==> src/verilog/anr_consts.svh <==
// constants for the auto-negotiation advertisement register block
// assumes a management (mdio-style) register port and one 250 MHz clock
`ifndef ANR_CONSTS_SVH
`define ANR_CONSTS_SVH

`define ANR_DEV_ADDR 5'h07
`define ANR_PRESENCE_ADDR 16'h0005
`define ANR_ADV_LOW_ADDR 16'h0010
`define ANR_ADV_MID_ADDR 16'h0011
`define ANR_ADV_LOW_RESET 16'h1001
`define ANR_ADV_MID_RESET 16'h0080
`define ANR_PRESENCE_VALUE 16'h0080
`define ANR_LOW_WRITE_MASK 16'hBFFF
`define ANR_LFSR_SEED 16'hACE1
`define ANR_NP_BIT 15
`define ANR_ECHO_LSB 5
`define ANR_NONCE_W 5

`endif

==> src/verilog/anr_pkg.sv <==
// types for the auto-negotiation advertisement register block
// assumes anr_consts.svh is compiled alongside
package anr_pkg;
    typedef logic [15:0] anr_word_type;
    typedef logic [47:0] anr_codeword_type;
    typedef logic [4:0] anr_nonce_type;
    typedef enum logic [1:0] {
        ANR_IDLE = 2'b01,
        ANR_HOLD = 2'b10
    } anr_state_type;
endpackage

==> src/verilog/anr_adv_regs.sv <==
// advertisement registers and base page codeword assembly
// assumes a decoded management register port on clk; partner nonce and
// negotiation control come from same-clock logic
`timescale 1ns/1ps
`default_nettype none
`include "anr_consts.svh"
module anr_adv_regs (
    input wire logic clk,
    input wire logic rst_n,
    input wire logic [4:0] mgmt_dev,
    input wire logic [15:0] mgmt_addr,
    input wire logic mgmt_wr,
    input wire logic mgmt_rd,
    input wire logic [15:0] mgmt_wdata,
    output logic [15:0] mgmt_rdata,
    output logic mgmt_rvalid,
    input wire logic neg_start,
    input wire logic page_done,
    input wire logic nonce_exchanged,
    input wire logic [4:0] partner_nonce,
    output anr_pkg::anr_codeword_type base_page,
    output logic page_active
);
    import anr_pkg::*;

    logic rst_s1_q;
    logic rst_s2_q;
    logic rst_sync_n;
    anr_word_type adv_low_q;
    anr_word_type adv_mid_q;
    anr_state_type state_q;
    logic [4:0] hw_nonce;
    logic dev_hit;
    logic [4:0] echo_tx;
    anr_codeword_type page_d;

    // reset release through two flops
    always_ff @(posedge clk or negedge rst_n) begin
        if (!rst_n) begin
            rst_s1_q <= 1'b0;
            rst_s2_q <= 1'b0;
        end else begin
            rst_s1_q <= 1'b1;
            rst_s2_q <= rst_s1_q;
        end
    end
    assign rst_sync_n = rst_s2_q;

    anr_nonce_gen u_nonce (
        .clk(clk),
        .rst_sync_n(rst_sync_n),
        .nonce(hw_nonce)
    );

    assign dev_hit = (mgmt_dev == `ANR_DEV_ADDR);

    // writable fields; acknowledge bit never stored
    always_ff @(posedge clk or negedge rst_sync_n) begin
        if (!rst_sync_n) begin
            adv_low_q <= `ANR_ADV_LOW_RESET;
            adv_mid_q <= `ANR_ADV_MID_RESET;
        end else if (mgmt_wr && dev_hit) begin
            if (mgmt_addr == `ANR_ADV_LOW_ADDR) begin
                adv_low_q <= mgmt_wdata & `ANR_LOW_WRITE_MASK;
            end
            if (mgmt_addr == `ANR_ADV_MID_ADDR) begin
                adv_mid_q <= mgmt_wdata;
            end
        end
    end

    // read port returns stored values, not transmitted nonces
    always_ff @(posedge clk or negedge rst_sync_n) begin
        if (!rst_sync_n) begin
            mgmt_rdata <= 16'h0000;
            mgmt_rvalid <= 1'b0;
        end else begin
            mgmt_rvalid <= mgmt_rd;
            if (mgmt_rd && dev_hit && mgmt_addr == `ANR_PRESENCE_ADDR) begin
                mgmt_rdata <= `ANR_PRESENCE_VALUE;
            end else if (mgmt_rd && dev_hit && mgmt_addr == `ANR_ADV_LOW_ADDR) begin
                mgmt_rdata <= adv_low_q;
            end else if (mgmt_rd && dev_hit && mgmt_addr == `ANR_ADV_MID_ADDR) begin
                mgmt_rdata <= adv_mid_q;
            end else if (mgmt_rd) begin
                mgmt_rdata <= 16'h0000;
            end
        end
    end

    // echo switches to partner nonce after exchange
    assign echo_tx = nonce_exchanged ? partner_nonce : adv_low_q[9:5];

    // codeword bits 47:32 belong to other logic and stay zero here
    assign page_d = {16'h0000,
                     adv_mid_q[15:5],
                     hw_nonce,
                     adv_low_q[15],
                     1'b0,
                     adv_low_q[13],
                     adv_low_q[12:10],
                     echo_tx,
                     adv_low_q[4:0]};

    // capture on start or restart, hold until page done without a restart; echo field takes partner nonce on exchange
    always_ff @(posedge clk or negedge rst_sync_n) begin
        if (!rst_sync_n) begin
            state_q <= ANR_IDLE;
            base_page <= 48'h000000000000;
            page_active <= 1'b0;
        end else begin
            case (state_q)
                ANR_IDLE: begin
                    if (neg_start) begin
                        base_page <= page_d;
                        state_q <= ANR_HOLD;
                        page_active <= 1'b1;
                    end
                end
                ANR_HOLD: begin
                    if (neg_start) begin
                        base_page <= page_d;
                    end else if (nonce_exchanged) begin
                        base_page[9:5] <= partner_nonce;
                    end
                    if (page_done && !neg_start) begin
                        state_q <= ANR_IDLE;
                        page_active <= 1'b0;
                    end
                end
                default: begin
                    state_q <= ANR_IDLE;
                    page_active <= 1'b0;
                end
            endcase
        end
    end
endmodule // anr_adv_regs
`default_nettype wire

==> src/verilog/anr_nonce_gen.sv <==
// random nonce source for the outgoing base page
// assumes the same clock and synchronised reset as the register block
`timescale 1ns/1ps
`default_nettype none
`include "anr_consts.svh"
module anr_nonce_gen (
    input wire logic clk,
    input wire logic rst_sync_n,
    output logic [4:0] nonce
);
    import anr_pkg::*;
    logic [15:0] lfsr_q;

    // free-running lfsr as random source
    always_ff @(posedge clk or negedge rst_sync_n) begin
        if (!rst_sync_n) begin
            lfsr_q <= `ANR_LFSR_SEED;
        end else begin
            lfsr_q <= {lfsr_q[14:0], lfsr_q[15] ^ lfsr_q[13] ^ lfsr_q[12] ^ lfsr_q[10]};
        end
    end

    assign nonce = lfsr_q[4:0];
endmodule // anr_nonce_gen
`default_nettype wire

==> config.mk <==
export PLATFORM = sky130hd
export DESIGN_NAME = anr_adv_regs
export DESIGN_NICKNAME = d
export VERILOG_FILES = /design/src/verilog/anr_pkg.sv /design/src/verilog/anr_adv_regs.sv /design/src/verilog/anr_nonce_gen.sv
export VERILOG_INCLUDE_DIRS = /design/src /design/src/verilog
export SDC_FILE = /design/constraint.sdc
export NUM_CORES = 1
export LEC_CHECK = 0
export ABC_AREA = 0
export BUFFER_PORTS_ARGS = -buffer_cell sky130_fd_sc_hd__buf_4
export CORE_AREA = 2 2 119 121
export DETAILED_ROUTE_END_ITERATION = 10
export DIE_AREA = 0 0 121 123
export PLACE_DENSITY = 0.54
export SKIP_CTS_REPAIR_TIMING = 1
export SLEW_MARGIN = 25
export SYNTH_ARGS = -nofsm -noshare
export SYNTH_HDL_FRONTEND = slang
export SYNTH_SLANG_ARGS = --single-unit
==> constraint.sdc <==
create_clock -name clk -period 4.3 [get_ports clk]
set_clock_uncertainty 0.15 [all_clocks]
set_input_delay 0.86 -clock clk [delete_from_list [all_inputs] [get_ports clk]]
set_output_delay 0.86 -clock clk [all_outputs]
set_load 0.005 [all_outputs]
==> reports/metrics.cfg <==
[die]
pin_count=115
coreArea_sq_mm=0.01361
initial_core_util_pct=29.28
die_area_sq_mm=0.01488
die_w_um=121
fp.dieH_um=123
rows=43

[synth]
synth-main-ff-cell=dfrtp_1
avgSynthCellArea_sq_um=14.28
syn_inst=279
synth-seq-cells=99
synth-warning-count=0
synth.distinct_cells=36
seq_area_frac_synth_pct=62.54
synth_edf_count=0
synthArstFlopShare_pct=100.0
mappedNetlistArea_sq_mm=0.003985

[final_layout]
num_antenna_cells=0
area_growth_pct=28.60
finalNetCount=425
fill_cells=1314
layout-drive-gt1-share_pct=49.08

[sta]
setup_violations=0
rsz0062_at_grt=no
max_slew_margin_pct=43.47
slew_violations=0
fin_crit_sh_pct=63.95
finalSetupTns_ps=0
clock.fmax_ghz=0.3637
worstMarginPinSlew_ps=848.0
finalHoldViolations=0
finalCriticalPeriod_ps=2750

[setup_path]
cp-end-kind=register
r2r_start=state_q[0]$_DFFE_PN1P_
regToRegEndpoint=base_page[25]$_DFFE_PN0P_
critPathSlowestCell=and4b_1
cp-start-kind=primary input
r2r_slack_ps=2290
arrival_ps=2820
rr_worst_depth=4
critPathMostFrequentCell=and4b_1
max_stage_delay_ps=750
worstPathCellList=buf_4 -> nor4_1 -> and4b_1 -> and4b_1 -> mux2_2
path_class=in -> reg
cp.required_ps=4370
cp_max_fo=15

[placed_design]
port_buffers=97
hpwl_mm=6.013
gp_congestion=0.7180

[grt]
grt_max_degree=61
grt_pass1_wl_mm=14.15
grt_usage_pct=12.66
antenna_found_initial=0
grt_pass1_vias=2608
gr-total-overflow=0

[detailed_routing]
drt_iter0_drc=119
drc=0
wl_per_cell_um=15.97
wl_mm=8.958
vias=2473
ant_nets=0
first_pass_iters=4
avgViaCountPerCell=4.408

[clocking]
path_clk_slew_ps=70
cts_buffers=9
cts_buffer_depth=2
cts_num_sinks=99
clk_latency_ps=340
cts_tree=done
cts-root-buf=clkbuf_16
htree_levels=3

[run_status]
outcome=finished clean

[min_path]
min_path_type=in -> async

[pwr]
power.density_mw_per_mm2=410.8
ir_worst_vdd_mv=0.1706
power_w=0.002105
leakage_nw=2.533

[flow_run]
cap_violations=0

## logic make-up after synthesis
kind of cell    Yosys count  synth area share, %
flops                    99                62.54
xor+xnor                  4               0.8793
compound gates           38                6.217
buf+inv                  47                7.190
mux                      63                18.56
other cells               2               0.1885
simple gates             26                4.427
## per-stage QoR
stage | cell area [sq um] | util [%] | setup slack [ps] | instances | hold WS, ps
2_1_floorplan | 4045 | - | 1209 | 295 | 181.2
3_3_place_gp | 4802 | 35.28 | 1242 | 545 | 186.2
3_5_place_dp | 4802 | 35.28 | 1141 | 545 | 188.7
4_1_cts | 5125 | 37.65 | 1491 | 561 | 112.0
5_1_grt | 5125 | 37.65 | 1359 | 561 | 109.7
6_report | 5125 | 37.65 | 1550 | 561 | 129.9
## synth_stat cells, types with 2 or more instances
cell type   n  share of area, %
a22oi_1    15               2.8
and3_1      2              0.31
and4b_1     2              0.50
buf_2       3              0.38
buf_4      19               3.6
clkbuf_1    5              0.47
conb_1      2              0.19
dfrtp_1    87                55
dfstp_2    12               7.9
inv_1      17               1.6
mux2_1      2              0.57
mux2_2     45                13
mux2_4     10               3.8
mux2i_1     6               1.5
nand2_1     9              0.85
nor4_1      2              0.31
o21ai_0     6              0.75
o22ai_1    15               2.4
xnor2_1     2              0.44
xor2_1      2              0.44
## critical path, delay by kind of cell
kind | cells | cell delay (ps)
buffers and inverters | 1 | 110
muxes | 1 | 410
and+or+nand+nor | 3 | 1440
## metal layers
| layer | part of all wire [%] | global-route usage, % | wire length (um) |
|---|---|---|---|
| met1 | 45 | 16.72 | 4034 |
| met2 | 47 | 19.70 | 4246 |
| met3 | 5.7 | 3.459 | 515 |
| met4 | 1.8 | 5.233 | 161 |
| met5 | 0 | 0 | 0 |
## how the worst max path moves through the flow
stage / startpoint / to / slack (ps) / cells past startpoint
floorplan: rst_s2_q$_DFF_PN0_ / adv_low_q[10]$_DFFE_PN0P_ / 1210 / 0
global placement: mgmt_addr[3] / adv_low_q[13]$_DFFE_PN0P_ / 1240 / 5
detailed placement: mgmt_addr[3] / adv_low_q[9]$_DFFE_PN0P_ / 1140 / 5
CTS: mgmt_addr[3] / adv_low_q[13]$_DFFE_PN0P_ / 1490 / 5
global route: mgmt_addr[3] / adv_low_q[13]$_DFFE_PN0P_ / 1360 / 5
finish: mgmt_addr[3] / adv_low_q[13]$_DFFE_PN0P_ / 1550 / 5
## layout by cell type, fill, tap and decap left out, types with 2 or more instances in the layout
cell / count
a22oi_1: 15
and3_1: 2
and4b_1: 2
buf_4: 100
clkbuf_16: 9
clkbuf_8: 3
clkinv_4: 2
conb_1: 18
dfrtp_1: 86
dfstp_2: 12
inv_1: 17
mux2_1: 2
mux2_2: 45
mux2_4: 10
mux2i_1: 6
nand2_1: 9
nor4_1: 2
o21ai_0: 6
o22ai_1: 15
xnor2_1: 2
xor2_1: 2
## report_power, final
part	switching, W	internal [W]
combinational	0.000128	0.000124
sequential	0.0000328	0.000968
clock	0.000350	0.000503
total	0.000510	0.00160
## final cells by class
class,instances,area (sq um),area share (%)
tap,180,225.2,4.395
sequential,99,2496,48.71
multi-input combinational,149,1266,24.71
inverter,17,63.81,1.245
clock inverter,4,56.30,1.099
timing repair buffer,100,750.7,14.65
clock buffer,12,266.5,5.200
## sequential cells by signal, summed over array words and instances, names as in the netlist
signal          flops
page_active         1
base_page          31
adv_low_q          15
mgmt_rdata         16
rst_s1_q            1
rst_s2_q            1
mgmt_rvalid         1
state_q             1
adv_mid_q          16
u_nonce.lfsr_q     16
Note: power is estimated with default switching activity, not from simulation.
